File: src/verilog/ivc_pkg.sv
// Purpose: shared constants and types of the vectored interrupt control block
// Assumes: 4-bit data memory port, 12-bit data memory addresses
// Notes: flag nibbles hold two sources each: {en_hi, req_hi, en_lo, req_lo}
package ivc_pkg;

  localparam int NUM_SRC = 10;
  localparam int NUM_VEC = 7;

  // source indices; vector n (2..7) belongs to source n, vector 1 to sources 0 and 1
  localparam int SRC_INTERVAL_TIMER = 0;
  localparam int SRC_EXT_FOUR = 1;
  localparam int SRC_EXT_ZERO = 2;
  localparam int SRC_EXT_ONE = 3;
  localparam int SRC_SERIAL = 4;
  localparam int SRC_EVENT_COUNTER = 5;
  localparam int SRC_PULSE_GEN = 6;
  localparam int SRC_KEYSCAN = 7;
  localparam int SRC_EXT_TWO = 8;
  localparam int SRC_CLOCK_TIMER = 9;

  // data memory map
  localparam logic [11:0] ADDR_PRIORITY_SEL = 12'hFB2;
  localparam logic [11:0] ADDR_EDGE_SEL_ZERO = 12'hFB4;
  localparam logic [11:0] ADDR_EDGE_SEL_ONE = 12'hFB5;
  localparam logic [11:0] ADDR_FLAGS_BASE = 12'hFB8;
  localparam int NUM_FLAG_NIBBLES = 5;

  // field positions
  localparam int EDGE_FALL_BIT = 0;
  localparam int EDGE_BOTH_BIT = 1;
  localparam int SAMPLE_CLK_BIT = 3;
  localparam int MASTER_EN_BIT = 3;
  localparam int PSW_NEST_HI_BIT = 3;
  localparam int PSW_NEST_LO_BIT = 2;
  localparam logic [3:0] EDGE_SEL_ZERO_MASK = 4'hB;
  localparam logic [3:0] EDGE_SEL_ONE_MASK = 4'h1;

  // reset values
  localparam logic [3:0] NIBBLE_RESET = 4'h0;
  localparam logic [NUM_SRC-1:0] FLAGS_RESET = 10'h000;

  // vector table: vector n sits at VECTOR_STEP * n
  localparam logic [13:0] VECTOR_STEP = 14'h0002;

  typedef enum logic [1:0] {
    NEST_S0 = 2'b00,
    NEST_S1 = 2'b01,
    NEST_S2 = 2'b10,
    NEST_BAD = 2'b11
  } ivc_nest_t;

  typedef struct packed {
    logic [11:0] addr;
    logic wr;
    logic bit_op;
    logic [1:0] bit_idx;
    logic [3:0] wdata;
  } ivc_mem_req_t;

  typedef struct packed {
    logic interval_timer_event;
    logic serial_done;
    logic event_counter_match;
    logic pulse_gen_match;
    logic keyscan_event;
    logic clock_timer_event;
  } ivc_periph_evt_t;

  function automatic logic [13:0] vector_addr(input logic [2:0] vec);
    vector_addr = VECTOR_STEP * {11'h000, vec};
  endfunction

  // nibble write, or a single-bit write that leaves the other bits alone
  function automatic logic [3:0] merge_write(input logic [3:0] old, input ivc_mem_req_t req);
    logic [3:0] res;
    res = old;
    if (req.bit_op) begin
      res[req.bit_idx] = req.wdata[0];
    end else begin
      res = req.wdata;
    end
    merge_write = res;
  endfunction

endpackage

File: src/verilog/ivc_edge_det.sv
// Purpose: edge detector with optional sampling noise filter for one pin
// Assumes: pin is synchronous to i_sys_clk; i_sample is a one-cycle tick
// Notes: unfiltered pins follow the pin every cycle
`timescale 1ns/1ps
`default_nettype none
module ivc_edge_det (
  input wire logic i_sys_clk,
  input wire logic i_reset_n,
  input wire logic i_pin,
  input wire logic i_filter_en,
  input wire logic i_sample,
  input wire logic i_fall,
  input wire logic i_both,
  output logic o_edge,
  output logic o_level
);
  import ivc_pkg::*;

  logic samp;
  logic next_samp;
  logic next_level;
  logic next_edge;

  always_comb begin
    next_samp = samp;
    next_level = o_level;
    if (!i_filter_en) begin
      next_level = i_pin;
    end else if (i_sample) begin
      next_samp = i_pin;
      // two equal samples in a row pass; a single odd sample is noise
      if (i_pin == samp) begin
        next_level = i_pin;
      end
    end
    if (i_both) begin
      next_edge = next_level ^ o_level;
    end else if (i_fall) begin
      next_edge = o_level & ~next_level;
    end else begin
      next_edge = next_level & ~o_level;
    end
  end

  always_ff @(posedge i_sys_clk) begin
    if (!i_reset_n) begin
      samp <= 1'b0;
      o_level <= 1'b0;
      o_edge <= 1'b0;
    end else begin
      samp <= next_samp;
      o_level <= next_level;
      o_edge <= next_edge;
    end
  end
endmodule
`default_nettype wire

File: src/verilog/ivc_arbiter.sv
// Purpose: picks the vector to accept from the pending vector requests
// Assumes: purely combinational; caller registers the result
// Notes: lower vector number wins
`timescale 1ns/1ps
`default_nettype none
module ivc_arbiter (
  input wire logic [6:0] i_vrq,
  input wire logic i_master_en,
  input wire logic [2:0] i_high_sel,
  input wire ivc_pkg::ivc_nest_t i_nest,
  output logic o_valid,
  output logic [2:0] o_vec
);
  import ivc_pkg::*;

  logic [6:0] elig;

  always_comb begin
    o_valid = 1'b0;
    o_vec = 3'h0;
    for (int k = 0; k < NUM_VEC; k++) begin
      elig[k] = i_vrq[k] & i_master_en
        & ((i_nest == NEST_S0) | ((i_nest == NEST_S1) & (i_high_sel == 3'(k + 1))));
    end
    for (int k = NUM_VEC - 1; k >= 0; k--) begin
      if (elig[k]) begin
        o_valid = 1'b1;
        o_vec = 3'(k + 1);
      end
    end
  end
endmodule
`default_nettype wire

File: src/verilog/ivc_vectored_irq_ctrl.sv
// Purpose: vectored interrupt control with ten flag pairs and nesting status
// Assumes: all inputs synchronous to i_sys_clk; events are one-cycle pulses
// Notes: hardware sets win over software or acceptance clears in the same cycle
`timescale 1ns/1ps
`default_nettype none
module ivc_vectored_irq_ctrl (
  input wire logic i_sys_clk,
  input wire logic i_reset_n,
  input wire ivc_pkg::ivc_mem_req_t i_mem,
  output logic [3:0] o_mem_rdata,
  input wire ivc_pkg::ivc_periph_evt_t i_periph,
  input wire logic i_ext_irq_pin_zero,
  input wire logic i_ext_irq_pin_one,
  input wire logic i_ext_test_pin_two,
  input wire logic i_ext_irq_pin_four,
  input wire logic i_fx_div64_tick,
  input wire logic i_standby,
  input wire logic i_instr_boundary,
  input wire logic i_ei,
  input wire logic i_di,
  input wire logic i_nest_load,
  input wire logic [3:0] i_psw_value,
  output logic o_accept,
  output logic [13:0] o_vector_addr,
  output logic [3:0] o_psw_nest,
  output logic [6:0] o_vector_request_line,
  output logic o_standby_release,
  output logic o_port_ext_zero
);
  import ivc_pkg::*;

  ////////////////////////////////////////////////////////////////////////////
  // state
  logic [NUM_SRC-1:0] req;
  logic [NUM_SRC-1:0] en;
  logic [3:0] edge_select_ext_zero;
  logic [3:0] edge_select_ext_one;
  logic [3:0] priority_select_reg;
  ivc_nest_t nest;

  logic [NUM_SRC-1:0] next_req;
  logic [NUM_SRC-1:0] next_en;
  logic [3:0] next_edge_zero;
  logic [3:0] next_edge_one;
  logic [3:0] next_prio;
  ivc_nest_t next_nest;
  logic next_accept;
  logic [13:0] next_vector_addr;
  logic [3:0] next_rdata;
  logic [6:0] vrq;
  logic next_release;

  logic master_irq_enable;
  logic sample_clock_select;
  logic edge_polarity_ext_one;
  logic [NUM_SRC-1:0] set_evt;
  logic [NUM_SRC-1:0] acc_clear;
  logic edge_zero;
  logic edge_one;
  logic edge_two;
  logic edge_four;
  logic zero_sample;
  logic grant_valid;
  logic [2:0] grant_vec;

  assign master_irq_enable = priority_select_reg[MASTER_EN_BIT];
  assign sample_clock_select = edge_select_ext_zero[SAMPLE_CLK_BIT];
  assign edge_polarity_ext_one = edge_select_ext_one[EDGE_FALL_BIT];

  ////////////////////////////////////////////////////////////////////////////
  // external pins
  // sampling halts in standby since the sampling clock is stopped there
  assign zero_sample = ~i_standby & (sample_clock_select ? i_fx_div64_tick : 1'b1);

  ivc_edge_det u_edge_zero (
    .i_sys_clk(i_sys_clk),
    .i_reset_n(i_reset_n),
    .i_pin(i_ext_irq_pin_zero),
    .i_filter_en(1'b1),
    .i_sample(zero_sample),
    .i_fall(edge_select_ext_zero[EDGE_FALL_BIT]),
    .i_both(edge_select_ext_zero[EDGE_BOTH_BIT]),
    .o_edge(edge_zero),
    .o_level(o_port_ext_zero)
  );

  ivc_edge_det u_edge_one (
    .i_sys_clk(i_sys_clk),
    .i_reset_n(i_reset_n),
    .i_pin(i_ext_irq_pin_one),
    .i_filter_en(1'b0),
    .i_sample(1'b1),
    .i_fall(edge_polarity_ext_one),
    .i_both(1'b0),
    .o_edge(edge_one),
    .o_level()
  );

  ivc_edge_det u_edge_two (
    .i_sys_clk(i_sys_clk),
    .i_reset_n(i_reset_n),
    .i_pin(i_ext_test_pin_two),
    .i_filter_en(1'b0),
    .i_sample(1'b1),
    .i_fall(1'b0),
    .i_both(1'b0),
    .o_edge(edge_two),
    .o_level()
  );

  ivc_edge_det u_edge_four (
    .i_sys_clk(i_sys_clk),
    .i_reset_n(i_reset_n),
    .i_pin(i_ext_irq_pin_four),
    .i_filter_en(1'b0),
    .i_sample(1'b1),
    .i_fall(1'b0),
    .i_both(1'b1),
    .o_edge(edge_four),
    .o_level()
  );

  always_comb begin
    set_evt = '0;
    set_evt[SRC_INTERVAL_TIMER] = i_periph.interval_timer_event;
    set_evt[SRC_SERIAL] = i_periph.serial_done;
    set_evt[SRC_EVENT_COUNTER] = i_periph.event_counter_match;
    set_evt[SRC_PULSE_GEN] = i_periph.pulse_gen_match;
    set_evt[SRC_KEYSCAN] = i_periph.keyscan_event;
    set_evt[SRC_CLOCK_TIMER] = i_periph.clock_timer_event;
    set_evt[SRC_EXT_ZERO] = edge_zero;
    set_evt[SRC_EXT_ONE] = edge_one;
    set_evt[SRC_EXT_TWO] = edge_two;
    set_evt[SRC_EXT_FOUR] = edge_four;
  end

  ////////////////////////////////////////////////////////////////////////////
  // vector requests and arbitration
  always_comb begin
    vrq[0] = (req[SRC_INTERVAL_TIMER] & en[SRC_INTERVAL_TIMER])
      | (req[SRC_EXT_FOUR] & en[SRC_EXT_FOUR]);
    for (int v = 1; v < NUM_VEC; v++) begin
      vrq[v] = req[v + 1] & en[v + 1];
    end
    // test sources wake standby only; they have no vector
    next_release = (|vrq) | (req[SRC_EXT_TWO] & en[SRC_EXT_TWO])
      | (req[SRC_CLOCK_TIMER] & en[SRC_CLOCK_TIMER]);
  end

  ivc_arbiter u_arbiter (
    .i_vrq(vrq),
    .i_master_en(master_irq_enable),
    .i_high_sel(priority_select_reg[2:0]),
    .i_nest(nest),
    .o_valid(grant_valid),
    .o_vec(grant_vec)
  );

  always_comb begin
    acc_clear = '0;
    next_accept = 1'b0;
    next_vector_addr = o_vector_addr;
    if (i_instr_boundary && grant_valid) begin
      next_accept = 1'b1;
      next_vector_addr = vector_addr(grant_vec);
      if (grant_vec == 3'h1) begin
        // with both shared sources enabled software must find the cause
        if (!(en[SRC_INTERVAL_TIMER] && en[SRC_EXT_FOUR])) begin
          acc_clear[SRC_INTERVAL_TIMER] = en[SRC_INTERVAL_TIMER];
          acc_clear[SRC_EXT_FOUR] = en[SRC_EXT_FOUR];
        end
      end else begin
        acc_clear[grant_vec] = 1'b1;
      end
    end
  end

  ////////////////////////////////////////////////////////////////////////////
  // register writes and flag updates
  always_comb begin
    logic [3:0] nib;
    nib = 4'h0;
    next_req = req;
    next_en = en;
    next_edge_zero = edge_select_ext_zero;
    next_edge_one = edge_select_ext_one;
    next_prio = priority_select_reg;
    if (i_mem.wr) begin
      for (int k = 0; k < NUM_FLAG_NIBBLES; k++) begin
        if (i_mem.addr == ADDR_FLAGS_BASE + 12'(k)) begin
          nib = merge_write({en[2*k+1], req[2*k+1], en[2*k], req[2*k]}, i_mem);
          next_req[2*k] = nib[0];
          next_en[2*k] = nib[1];
          next_req[2*k+1] = nib[2];
          next_en[2*k+1] = nib[3];
        end
      end
      if (i_mem.addr == ADDR_EDGE_SEL_ZERO) begin
        next_edge_zero = merge_write(edge_select_ext_zero, i_mem) & EDGE_SEL_ZERO_MASK;
      end
      if (i_mem.addr == ADDR_EDGE_SEL_ONE) begin
        next_edge_one = merge_write(edge_select_ext_one, i_mem) & EDGE_SEL_ONE_MASK;
      end
      if (i_mem.addr == ADDR_PRIORITY_SEL) begin
        next_prio = merge_write(priority_select_reg, i_mem);
      end
    end
    if (i_ei) begin
      next_prio[MASTER_EN_BIT] = 1'b1;
    end
    if (i_di) begin
      next_prio[MASTER_EN_BIT] = 1'b0;
    end
    // a hardware set in the clearing cycle is kept
    next_req = (next_req & ~acc_clear) | set_evt;
  end

  always_comb begin
    next_nest = nest;
    if (next_accept) begin
      next_nest = ivc_nest_t'(nest + 2'h1);
    end else if (i_nest_load) begin
      next_nest = ivc_nest_t'({i_psw_value[PSW_NEST_HI_BIT], i_psw_value[PSW_NEST_LO_BIT]});
    end
  end

  always_comb begin
    next_rdata = 4'h0;
    for (int k = 0; k < NUM_FLAG_NIBBLES; k++) begin
      if (i_mem.addr == ADDR_FLAGS_BASE + 12'(k)) begin
        next_rdata = {en[2*k+1], req[2*k+1], en[2*k], req[2*k]};
      end
    end
    if (i_mem.addr == ADDR_EDGE_SEL_ZERO) begin
      next_rdata = edge_select_ext_zero;
    end
    if (i_mem.addr == ADDR_EDGE_SEL_ONE) begin
      next_rdata = edge_select_ext_one;
    end
    if (i_mem.addr == ADDR_PRIORITY_SEL) begin
      next_rdata = priority_select_reg;
    end
  end

  ////////////////////////////////////////////////////////////////////////////
  // registers
  always_ff @(posedge i_sys_clk) begin
    if (!i_reset_n) begin
      req <= FLAGS_RESET;
      en <= FLAGS_RESET;
      edge_select_ext_zero <= NIBBLE_RESET;
      edge_select_ext_one <= NIBBLE_RESET;
      priority_select_reg <= NIBBLE_RESET;
      nest <= NEST_S0;
      o_accept <= 1'b0;
      o_vector_addr <= 14'h0000;
      o_mem_rdata <= 4'h0;
      o_psw_nest <= 4'h0;
      o_vector_request_line <= 7'h00;
      o_standby_release <= 1'b0;
    end else begin
      req <= next_req;
      en <= next_en;
      edge_select_ext_zero <= next_edge_zero;
      edge_select_ext_one <= next_edge_one;
      priority_select_reg <= next_prio;
      nest <= next_nest;
      o_accept <= next_accept;
      o_vector_addr <= next_vector_addr;
      o_mem_rdata <= next_rdata;
      o_psw_nest <= {next_nest[1], next_nest[0], 2'b00};
      o_vector_request_line <= vrq;
      o_standby_release <= next_release;
    end
  end
endmodule
`default_nettype wire

File: config.mk
export PLATFORM = sky130hd
export DESIGN_NAME = ivc_vectored_irq_ctrl
export DESIGN_NICKNAME = d
export VERILOG_FILES = /design/src/verilog/ivc_pkg.sv /design/src/verilog/ivc_edge_det.sv /design/src/verilog/ivc_arbiter.sv /design/src/verilog/ivc_vectored_irq_ctrl.sv
export SDC_FILE = /design/constraint.sdc
export NUM_CORES = 1
export LEC_CHECK = 0
export ABC_AREA = 1
export BUFFER_PORTS_ARGS = -buffer_cell sky130_fd_sc_hd__buf_2
export CORE_MARGIN = 2
export CORE_UTILIZATION = 58
export CTS_CLUSTER_DIAMETER = 30
export DETAILED_ROUTE_END_ITERATION = 16
export GPL_TIMING_DRIVEN = 0
export PLACE_DENSITY_LB_ADDON = 0.25
export RECOVER_POWER = 100
export SETUP_SLACK_MARGIN = 0.15
export SLEW_MARGIN = 25
export SYNTH_ARGS = -nofsm -noshare
export SYNTH_HDL_FRONTEND = slang
export SYNTH_SLANG_ARGS = --single-unit
File: constraint.sdc
create_clock -name i_sys_clk -period 2.8 [get_ports i_sys_clk]
set_input_delay 0.42 -clock i_sys_clk [delete_from_list [all_inputs] [get_ports i_sys_clk]]
set_output_delay 0.42 -clock i_sys_clk [all_outputs]
set_load 0.05 [all_outputs]
==> results.md, run 1 <==
* Largest regs: en: 10 flops, req: 10 flops, o_vector_request_line: 7 flops
* PostCTS Resize Cnt at 0
* Power per cell area at 448 nW/µm²
* Diode count at 0
* First-pass GRT wire length at between 10 and 15 mm
* Vias at 3,182
* Period utilization at between 70% and 80%
* Reg power frac at 52.8%
* HP Class: in2reg
* Root buf cell: clkbuf_8
* Layout cells sized above 1 at between 10% and 20%
* Drt initial violations at between 200 and 300
* R2r setup slk at about 770 ps
* Leak pwr at 1.56 nW
* Reg clk slew, reported paths at around 90 ps
* Final core occ at between 60% and 70%
* Internal power at ~1.1 mW
* Top-level port count at between 70 and 80
* Largest net degree at the start of global routing at 16
* Max Cap Viol at 0
* Critical Path Source Type: input port
* PortBufs at 58
* Hold Buf Count CTS at 0
* DR WL/cell at 13.9 µm
* H-Tree Level Count at 2
* Data required time of the worst path at 2960 ps
* Post-synthesis sequential area ratio at a little over a third
* Register-to-Register Path Depth at 13
* Mapped Avg Cell Area at ~6.8 µm²
* Tot GR Track Use at between 20% and 30%
* Crit. Startpoint: i_mem[16]
* Final Hold Vio Count at 0
* Vias in the first global route at ~2,800
* Unrepaired setup endpoints after global routing: no
* Slew Viols, Final at 0
* First drt pass iteration count at 5
* Cts bufs inserted at 5
* Flops & latches, synth at 55
* Peak Freq at between 400 and 500 MHz
* Setup violators final at 0
* Synth Cell Area at between 3000 and 4000 µm²
* Die width at around 76 µm
* Crit-path cells: buf_2 -> nand2_1 -> nor2_1 -> clkinv_1 -> nor2_1 -> nand2_1 -> nor2_1 -> clkinv_1 -> o21ai_0 -> a211oi_1
* Most common cell on crit path: nor2_1
* Synth area leaders: dfxtp_1 (36%), nand2_1 (9.8%), a21oi_1 (7.1%)
* Residual DRC count at 0
* Nets at between 500 and 600
* Yosys warns at 0
* Final HPWL DP at 6.40 mm
* Setup TNS at 0 ps
* Distinct cell type count after synthesis at 38
* Reg2Reg Launch Point: nest[0]
* Worst-Skew Late Latency at around 300 ps
* Rows at 26
* Post-route minimum period at approximately 2100 ps
* WHS Endpoint: priority_select_reg[3]
* Post-CTS setup buffer count at 0
* Sw Ratio at between 20% and 30%
* TritonCTS clock tree: done
* Rel. slew slack at 43.5%
* Delay-heaviest family, CP: simple AND/OR/NAND/NOR gates
* CP bufs+invs at 3
* Hold WS at about 300 ps
* Critical path type: in2reg
* Clock sink total at between 50 and 60
* Logic pwr share at roughly 14%
* Max FO, Critical Path at 6
* WHS Path Cells at 2
* Switching power at 0.415 mW
* Leading area contributor after synthesis: dfxtp_1
* Max incr delay on CP at ~340 ps
* Clock Path Buffers at 2
* DIE HEIGHT at approximately 76 µm
* Peak VDD IR at 209 µV
* DR vias/cell at 5.38
* Cell count after synthesis at ~450
* CP arrival at between 2000 and 2500 ps
* DRT Wirelength at 8.25 mm
* CP Capture Type: flip-flop
* FF-to-FF End: req[3]
* Hold path startpoint: i_di
* Clock Power Share at between 30% and 40%
* Die ar. at slightly below 6000 µm²
* Initial Utilization at 59.9%
* Final Wtd Congestion at ~0.96
* Worst path slowest cell: nor2_1
* Core footprint at around 5000 µm²
* Status: finished, final reports clean
* Skew final at 5.55 ps
* Top-area cell type share of the netlist area at a little over a third
* Total grt overflow at 0
* Final ANT Viol Nets at 0
* Antenna violations before repair at 0
* Worst Tran Pin Value at between 800 and 900 ps
* Area delta synth->final at 13.6%
-- cell usage after synthesis --
cell,instances
nand2_1,79
dfxtp_1,55
nor2_1,54
inv_1,51
a21oi_1,43
o21ai_0,36
nand3_1,18
buf_4,13
nand2_2,10
a311oi_1,8
inv_2,8
o21ai_1,8
nand4_1,7
nor3_1,7
nor2_2,6
nor2_4,6
clkbuf_1,4
ha_1,4
o22ai_1,4
clkinv_1,3
a211oi_1,2
clkinv_2,2
nor3_2,2
a21oi_2,1
a31oi_1,1
buf_2,1
conb_1,1
inv_4,1
mux2_2,1
nand2_4,1
nand3_2,1
nor2_8,1
o211ai_1,1
o21a_1,1
o21ai_2,1
o21bai_1,1
o31ai_1,1
xnor2_1,1
-- per-layer routing --
| layer | share of wire (%) | vias up | wire [µm] | GRT usage [%] |
|---|---|---|---|---|
| met5 | 0 | - | 0 | 0 |
| met4 | 2.4 | 0 | 202 | 11.3 |
| met3 | 7.6 | 24 | 628 | 4.50 |
| met2 | 46 | 160 | 3770 | 45.6 |
| met1 | 44 | 1412 | 3650 | 37.7 |
| li1 | - | 1586 | - | - |
-- how the worst max path moves through the flow --
stage	endpoint	cells after the start	slack (ps)
detailed placement	u_edge_zero.o_edge	11	850
CTS	u_edge_zero.o_edge	11	950
global placement	u_edge_zero.o_edge	11	880
floorplan	req[7]	13	820
global route	priority_select_reg[1]	11	520
finish	priority_select_reg[3]	10	720
-- layout make-up --
type | count | area [µm²]
fill | 492 | 1620
multi-input combinational | 319 | 1530
sequential | 55 | 1100
timing repair buffer | 58 | 264
inverter | 65 | 249
buffer | 18 | 116
tap | 70 | 87.6
clock buffer | 6 | 72.6
clock inverter | 1 | 30.0
-- layout by cell type (no fill, tap or decap) --
cell type and count:
a211oi_1 2, a21oi_1 44, a311oi_1 8, a31oi_1 1, buf_2 37, buf_4 13, bufinv_16 1, clkbuf_1 27
clkbuf_8 5, clkinv_1 5, clkinv_2 1, clkinvlp_2 1, conb_1 13, dfxtp_1 55, ha_1 4, inv_1 52
inv_2 5, inv_4 1, mux2_2 1, nand2_1 84, nand2_2 6, nand3_1 18, nand3_2 1, nand4_1 7
nor2_1 62, nor2_2 4, nor2_4 1, nor3_1 8, nor3_2 1, o211ai_1 1, o21a_1 1, o21ai_0 38
o21ai_1 6, o21ai_2 1, o21bai_1 1, o22ai_1 4, o31ai_1 1, xnor2_1 1
-- stage by stage --
| stage | power, mW | setup WS, ps | cells | instance area (µm²) |
|---|---|---|---|---|
| after global routing | 1.61 | 517 | 592 | 3450 |
| final | 1.55 | 716 | 592 | 3450 |
| after detailed placement | 1.06 | 845 | 585 | 3460 |
| after floorplan | 0.981 | 822 | 457 | 3080 |
| after CTS | 1.56 | 955 | 592 | 3560 |
| after global placement | 1.05 | 879 | 585 | 3460 |
-- power groups by stage --
stage               logic [mW]  registers [mW]  clock network [mW]
floorplan                0.145           0.836                   0
global placement         0.219           0.834                   0
detailed placement       0.224           0.834                   0
CTS                      0.225           0.816               0.518
global route             0.241           0.818               0.552
finish                   0.222           0.816               0.507
-- kinds of logic after synthesis --
group	after synthesis	synth area share (%)
other	1	0.123
adder cells (fa/ha/maj)	4	1.65
multiplexers	1	0.371
AND/OR/NAND/NOR	192	29.5
buffers and inverters	83	12.1
flip-flops	55	36.2
XOR/XNOR	1	0.288
AO/OA/AOI/OAI	108	19.7
Note: power is estimated with default switching activity, not from simulation.
==> inputs of run 2 (changes only) <==
--- a/config.mk
+++ b/config.mk
@@ -5,10 +5,10 @@
 export SDC_FILE = /design/constraint.sdc
 export NUM_CORES = 1
 export LEC_CHECK = 0
-export ABC_AREA = 1
+export ABC_AREA = 0
 export BUFFER_PORTS_ARGS = -buffer_cell sky130_fd_sc_hd__buf_2
 export CORE_MARGIN = 2
-export CORE_UTILIZATION = 58
+export CORE_UTILIZATION = 49
 export CTS_CLUSTER_DIAMETER = 30
 export DETAILED_ROUTE_END_ITERATION = 16
 export GPL_TIMING_DRIVEN = 0
==> constraint.sdc (replaced) <==
create_clock -name i_sys_clk -period 1.9 [get_ports i_sys_clk]
set_input_delay 0.285 -clock i_sys_clk [delete_from_list [all_inputs] [get_ports i_sys_clk]]
set_output_delay 0.285 -clock i_sys_clk [all_outputs]
set_load 0.05 [all_outputs]
==> results.md, run 2 <==
* Clock Power Share at 28.7% (-4.1 points)
* Commonest non-fill, non-tap cell in the layout: dfxtp_1
* EDFF count, synth at 0 (unchanged)
* Largest net degree at the start of global routing at 16 (unchanged)
* Max Cap Viol at 0 (unchanged)
* Switching power at 0.670 mW (+61%)
* Final Hold Vio Count at 0 (unchanged)
* DIE HEIGHT at 84.7 µm (+11%)
* Critical Path Source Type: flip-flop
* Top cells by count, synth: dfxtp_1 (55), nand2_1 (44), nor2_1 (41)
* PortBufs at 55 (-5.2%)
* Layout cells sized above 1 at 23.7% (+8.5 points)
* Root buf cell: clkbuf_8
* TritonCTS clock tree: done
* Die width at 84.7 µm (+11%)
* Peak Freq at 503 MHz
* Post-synthesis sequential area ratio at 34.5% (-1.8 points)
* Diode count at 0 (unchanged)
* Clock sink total at 55 (unchanged)
* Power per cell area at 579 nW/µm² (+29%)
* Worst Tran Pin Value at 795 ps (-52.1 ps)
* Leading area contributor after synthesis: dfxtp_1
* First-pass GRT wire length at 14.3 mm (+9.6%)
* Tot GR Track Use at 25.0% (-3.1 points)
* Clock Path Buffers at 2 (unchanged)
* Most frequent cell after synthesis: dfxtp_1
* Critical path type: reg2reg
* Vias at 3,149 (-1.0%)
* Skew final at 4.00 ps (-1.55 ps)
* Core footprint at 6310 µm² (+24%)
* Period utilization at 105%
* Setup ws final at -89.7 ps (-805 ps)
* Reg power frac at 54.1% (+1.3 points)
* Unrepaired setup endpoints after global routing: yes
* Sw Ratio at 29.9% (+3.1 points)
* Violated checks: negative setup slack
* Leak pwr at 1.52 nW (-2.6%)
* Max FO, Critical Path at 10 (+4)
* Async SR Flop Fraction at 0% (unchanged)
* Synth Cell Area at 3190 µm² (+5.1%)
* Area delta synth->final at 20.9%
* Total grt overflow at 0 (unchanged)
* Commonest non-fill, non-tap cells in the layout: dfxtp_1 (53), nand2_1 (43), buf_2 (43)
* Largest regs: en: 10 flops, req: 10 flops, o_vector_request_line: 7 flops
* Slew Viols, Final at 0 (unchanged)
* Nets at 514 (-9.5%)
* Setup violators final at 6 (+6)
* Peak VDD IR at 369 µV (+76%)
* Overall power at 2.24 mW (+45%)
* Flops & latches, synth at 55 (unchanged)
* Residual DRC count at 0 (unchanged)
* Mapped Avg Cell Area at 8.23 µm² (+21%)
* Post-route minimum period at slightly below 2000 ps
* Vias in the first global route at 2,911 (+4.2%)
* H-Tree Level Count at 2 (unchanged)
* Top-level port count at 74 (unchanged)
* DR vias/cell at 5.77 (+7.3%)
* Cts bufs inserted at 5 (unchanged)
* Rows at 29 (+12%)
* Worst-Skew Late Latency at 310 ps (about the same)
* CP arrival at 2190 ps (-60 ps)
* Drt initial violations at 285 (-4.0%)
* Final HPWL DP at 6.48 mm (+1.4%)
* CP Capture Type: flip-flop
* Commonest register cell after synthesis: dfxtp_1
* Internal power at 1.57 mW (+39%)
* Logic pwr share at 17.2% (+2.9 points)
* Distinct cell type count after synthesis at 66 (+74%)
* Synth area leaders: dfxtp_1 (34%), nand2_1 (5.2%), nor2_1 (4.8%)
* Top-area cell type share of the netlist area at 34.5% (-1.8 points)
* DR WL/cell at 16.5 µm (+18%)
* HP Class: in2reg
* Final Wtd Congestion at 0.915 (-4.6%)
* Cell count after synthesis at 388 (-13%)
* Initial Utilization at 50.6% (-9.3 points)
* Die ar. at 7180 µm² (+23%)
* Antenna violations before repair at 0 (unchanged)
* First drt pass iteration count at 5 (unchanged)
* DRT Wirelength at 9.01 mm (+9.1%)
* Final ANT Viol Nets at 0 (unchanged)
* Rel. slew slack at 46.6% (+3.1 points)
* Worst slack at placement at -253 ps (-1100 ps)
* Reg clk slew, reported paths at 100 ps (about the same)
* Status: finished, violations left
* Data required time of the worst path at 2100 ps (-860 ps)
* Yosys warns at 0 (unchanged)
run 2: cell count changes in the layout (fill, tap and decap cells not counted), sizes merged, moves of 8 or more:
cell	delta
a21oi	-15
nand2	-46
o21ai	-27
mux2i	+11
buf	+15
inv	-45
and2	+8
nor3	+10
nor2b	+12
nor2	-26
run 2: power by group through the flow:
| stage | registers (mW) | logic [mW] | clock network (mW) |
|---|---|---|---|
| 2_1_floorplan | 1.24 | 0.249 | 0 |
| 5_1_grt | 1.21 | 0.416 | 0.682 |
| 3_3_place_gp | 1.23 | 0.362 | 0 |
| 4_1_cts | 1.21 | 0.373 | 0.642 |
| 3_5_place_dp | 1.24 | 0.366 | 0 |
| 6_report | 1.21 | 0.384 | 0.641 |
run 2: final timing paths:
kind,start,endpoint,slack (ps),depth (start not counted)
max,nest[0],req[5],-90,9
min,i_di,priority_select_reg[3],120,2
max reg2reg,nest[0],req[5],-90,9
min reg2reg,u_edge_two.o_level,u_edge_two.o_edge,390,1
run 2: critical path: stages, from the launching register on:
cell      delay [ps]
dfxtp_4          390
inv_2             50
ha_4             150
buf_6            130
nand2b_4         150
nor3_4           170
o32ai_2          100
o22ai_2          270
nor2_2            90
o41a_1           380
run 2: final cells by class:
cell class              instances  area, µm²
clock inverters                 2       7.51
multi-input cells             300       2040
inverters                      13       51.3
well taps                      77       96.3
fillers                       595       2450
clock buffers                   6       72.6
plain buffers                  32        189
repair buffers                 61        300
flip-flops and latches         55       1110
run 2: timing repair:
action | 4_1_cts | 5_1_grt
endpoints found under the setup margin | 14 | 17
pin swaps | 11 | 8
hold buffers | 0 | 0
gates resized for setup | 10 | 9
setup buffers | 5 | 1
run 2: cells by family after synthesis:
logic type,count (synthesis),synth area share [%]
AO/OA/AOI/OAI,94,21.4
flip-flops,55,34.5
adder cells (fa/ha/maj),4,1.57
AND/OR/NAND/NOR,173,29.8
multiplexers,15,5.21
other,1,0.117
buffers and inverters,45,7.13
XOR/XNOR,1,0.274
run 2: per-layer routing:
layer	vias up	part of all wire, %	track usage, %	routed length, µm
li1	1539	-	-	-
met1	1434	42	34.0	3760
met2	156	46	39.4	4170
met3	20	9.5	4.92	858
met4	0	2.5	9.38	223
met5	-	0	0	0
run 2: through the flow:
| stage | instances | hold slack (ps) | util [%] | instance area, µm² | TNS, ps |
|---|---|---|---|---|---|
| 2_1_floorplan | 400 | 364 | - | 3290 | -156 |
| 3_3_place_gp | 532 | 371 | 58.0 | 3660 | -587 |
| 3_5_place_dp | 532 | 375 | 58.0 | 3660 | -842 |
| 4_1_cts | 545 | 119 | 60.8 | 3840 | -252 |
| 5_1_grt | 546 | 131 | 61.2 | 3860 | -852 |
| 6_report | 546 | 118 | 61.2 | 3860 | -304 |
==> inputs of run 3 (changes only) <==
--- a/config.mk
+++ b/config.mk
@@ -7,7 +7,7 @@
 export LEC_CHECK = 0
 export ABC_AREA = 0
 export BUFFER_PORTS_ARGS = -buffer_cell sky130_fd_sc_hd__buf_2
-export CORE_MARGIN = 2
+export CORE_MARGIN = 1
 export CORE_UTILIZATION = 49
 export CTS_CLUSTER_DIAMETER = 30
 export DETAILED_ROUTE_END_ITERATION = 16
==> results.md, run 3 (synthesized netlist as in run 2, its figures left out) <==
* Power per cell area at 602 nW/µm² (+4.0%)
* Hold path startpoint: i_di
* Delay-heaviest family, CP: compound AO/OA/AOI/OAI gates
* Final ANT Viol Nets at 0 (unchanged)
* Residual DRC count at 0 (unchanged)
* First drt pass iteration count at 5 (unchanged)
* Diode count at 0 (unchanged)
* Clock sink total at 55 (unchanged)
* Post-route minimum period at 1990 ps (-2.23 ps)
* Final Hold Vio Count at 0 (unchanged)
* Vias at 3,205 (+1.8%)
* Reg2Reg Launch Point: nest[0]
* DR vias/cell at 5.84 (+1.2%)
* Commonest non-fill, non-tap cell in the layout: dfxtp_1
* Total grt overflow at 0 (unchanged)
* Setup ws final at -87.5 ps (+2.23 ps)
* DR WL/cell at 16.9 µm (+2.6%)
* Critical Path Source Type: flip-flop
* Drt initial violations at 288 (+1.1%)
* R2r setup slk at -90 ps (about the same)
* Period utilization at 105% (-0.12 points)
* CP arrival at 2200 ps (about the same)
* Overall power at 2.34 mW (+4.7%)
* DIE HEIGHT at 82.7 µm (-2.4%)
* Worst Tran Pin Value at 773 ps (-21.5 ps)
* WHS Endpoint: priority_select_reg[3]
* Max incr delay on CP at 390 ps (about the same)
* Reg clk slew, reported paths at 100 ps (about the same)
* Root buf cell: clkbuf_8
* Area delta synth->final at 21.7%
* Layout cells sized above 1 at 24.8% (+1.1 points)
* Max Cap Viol at 0 (unchanged)
* Design area at 3890 µm² (+0.68%)
* Data required time of the worst path at 2110 ps (about the same)
* FF-to-FF End: req[5]
* Worst path slowest cell: dfxtp_4
* Max FO, Critical Path at 10 (unchanged)
* Die width at 82.7 µm (-2.4%)
* H-Tree Level Count at 2 (unchanged)
* Register-to-Register Path Depth at 9 (unchanged)
* Final HPWL DP at 6.75 mm (+4.1%)
* Rel. slew slack at 48.1% (+1.4 points)
* Placed cell area at 3660 µm² (unchanged)
* Commonest non-fill, non-tap cells in the layout: dfxtp_1 (50), nand2_1 (43), nor2_1 (39)
* Largest net degree at the start of global routing at 16 (unchanged)
* Clock Path Buffers at 2 (unchanged)
* Crit-path cells: inv_2 -> ha_4 -> buf_6 -> nand2b_4 -> nor3_2 -> o32ai_1 -> o22ai_2 -> nor2_2 -> o41a_1
* Largest regs: en: 10 flops, req: 10 flops, o_vector_request_line: 7 flops
* Rows at 29 (unchanged)
* Hold Buf Count CTS at 0 (unchanged)
* Unrepaired setup endpoints after global routing: yes
* Initial Utilization at 50.6% (unchanged)
* Status: finished, violations left
* WHS Path Cells at 2 (unchanged)
* Top-level port count at 74 (unchanged)
* CP Capture Type: flip-flop
* HP Class: in2reg
* Violated checks: negative setup slack
* CP bufs+invs at 2 (unchanged)
* Antenna violations before repair at 0 (unchanged)
* PortBufs at 55 (unchanged)
* Tot GR Track Use at 28.8% (+3.8 points)
* Worst slack at placement at -285 ps (-31.7 ps)
* Nets at 517 (+0.58%)
* Skew final at 11.3 ps (+7.27 ps)
* Worst-Skew Late Latency at 320 ps (about the same)
* First-pass GRT wire length at 14.6 mm (+2.1%)
* Vias in the first global route at 2,860 (-1.8%)
* Peak VDD IR at 472 µV (+28%)
* DRT Wirelength at 9.29 mm (+3.2%)
* Non-filler instance count after layout at 549 (+0.55%)
* Hold WS at 122 ps (+4.21 ps)
* Slew Viols, Final at 0 (unchanged)
* TritonCTS clock tree: done
* Placed insts at 532 (unchanged)
* Die ar. at 6840 µm² (-4.7%)
* Setup violators final at 8 (+2)
* Peak Freq at 503 MHz (+0.11%)
* Final Wtd Congestion at 0.881 (-3.6%)
* Cts bufs inserted at 5 (unchanged)
* Critical path type: reg2reg
* Leak pwr at 1.50 nW (-1.3%)
* Core footprint at 6310 µm² (unchanged)
## run 3: power by group
part / switching, mW / internal (mW)
Sequential: 0.0316 / 1.18
Combinational: 0.251 / 0.134
Clock: 0.410 / 0.334
## run 3: worst max path at each step
stage	start	endpoint	slack, ps	cells past startpoint
6_report	nest[0]	req[5]	-90	9
5_1_grt	nest[1]	nest[0]	-170	9
4_1_cts	nest[1]	req[7]	-70	8
3_5_place_dp	i_mem[7]	req[5]	-280	8
3_3_place_gp	i_mem[7]	req[5]	-260	8
2_1_floorplan	nest[0]	req[5]	-70	9
## run 3: area by class of cell
class                      count  area (µm²)
fill                         617        2430
multi-input combinational    300        2010
sequential                    55        1110
timing repair buffer          64         325
buffer                        32         193
clock buffer                   8         100
tap                           77        96.3
inverter                      13        51.3
## run 3: worst reg2reg max path: stages (launching register included)
cell	delay, ps
dfxtp_4	390
inv_2	50
ha_4	150
buf_6	130
nand2b_4	140
nor3_2	150
o32ai_1	100
o22ai_2	280
nor2_2	110
o41a_1	370
## run 3: repair_timing
action,in CTS,in global routing
pin swaps,6,7
setup endpoints to repair,13,16
cloned,0,0
setup buffers,6,3
resized for setup,11,21
hold endpoints to repair,0,0
## run 3: stage by stage
step / TNS (ps) / util (%)
6_report: -386 / 61.6
5_1_grt: -1270 / 61.6
4_1_cts: -174 / 61.2
3_5_place_dp: -1240 / 58.0
3_3_place_gp: -847 / 58.0
2_1_floorplan: -156 / -
## run 3: layer usage
metal / GRT usage (%) / share of wire, %
met1: 38.4 / 43
met2: 47.1 / 47
met3: 5.49 / 8.2
met4: 7.76 / 1.5
met5: 0 / 0
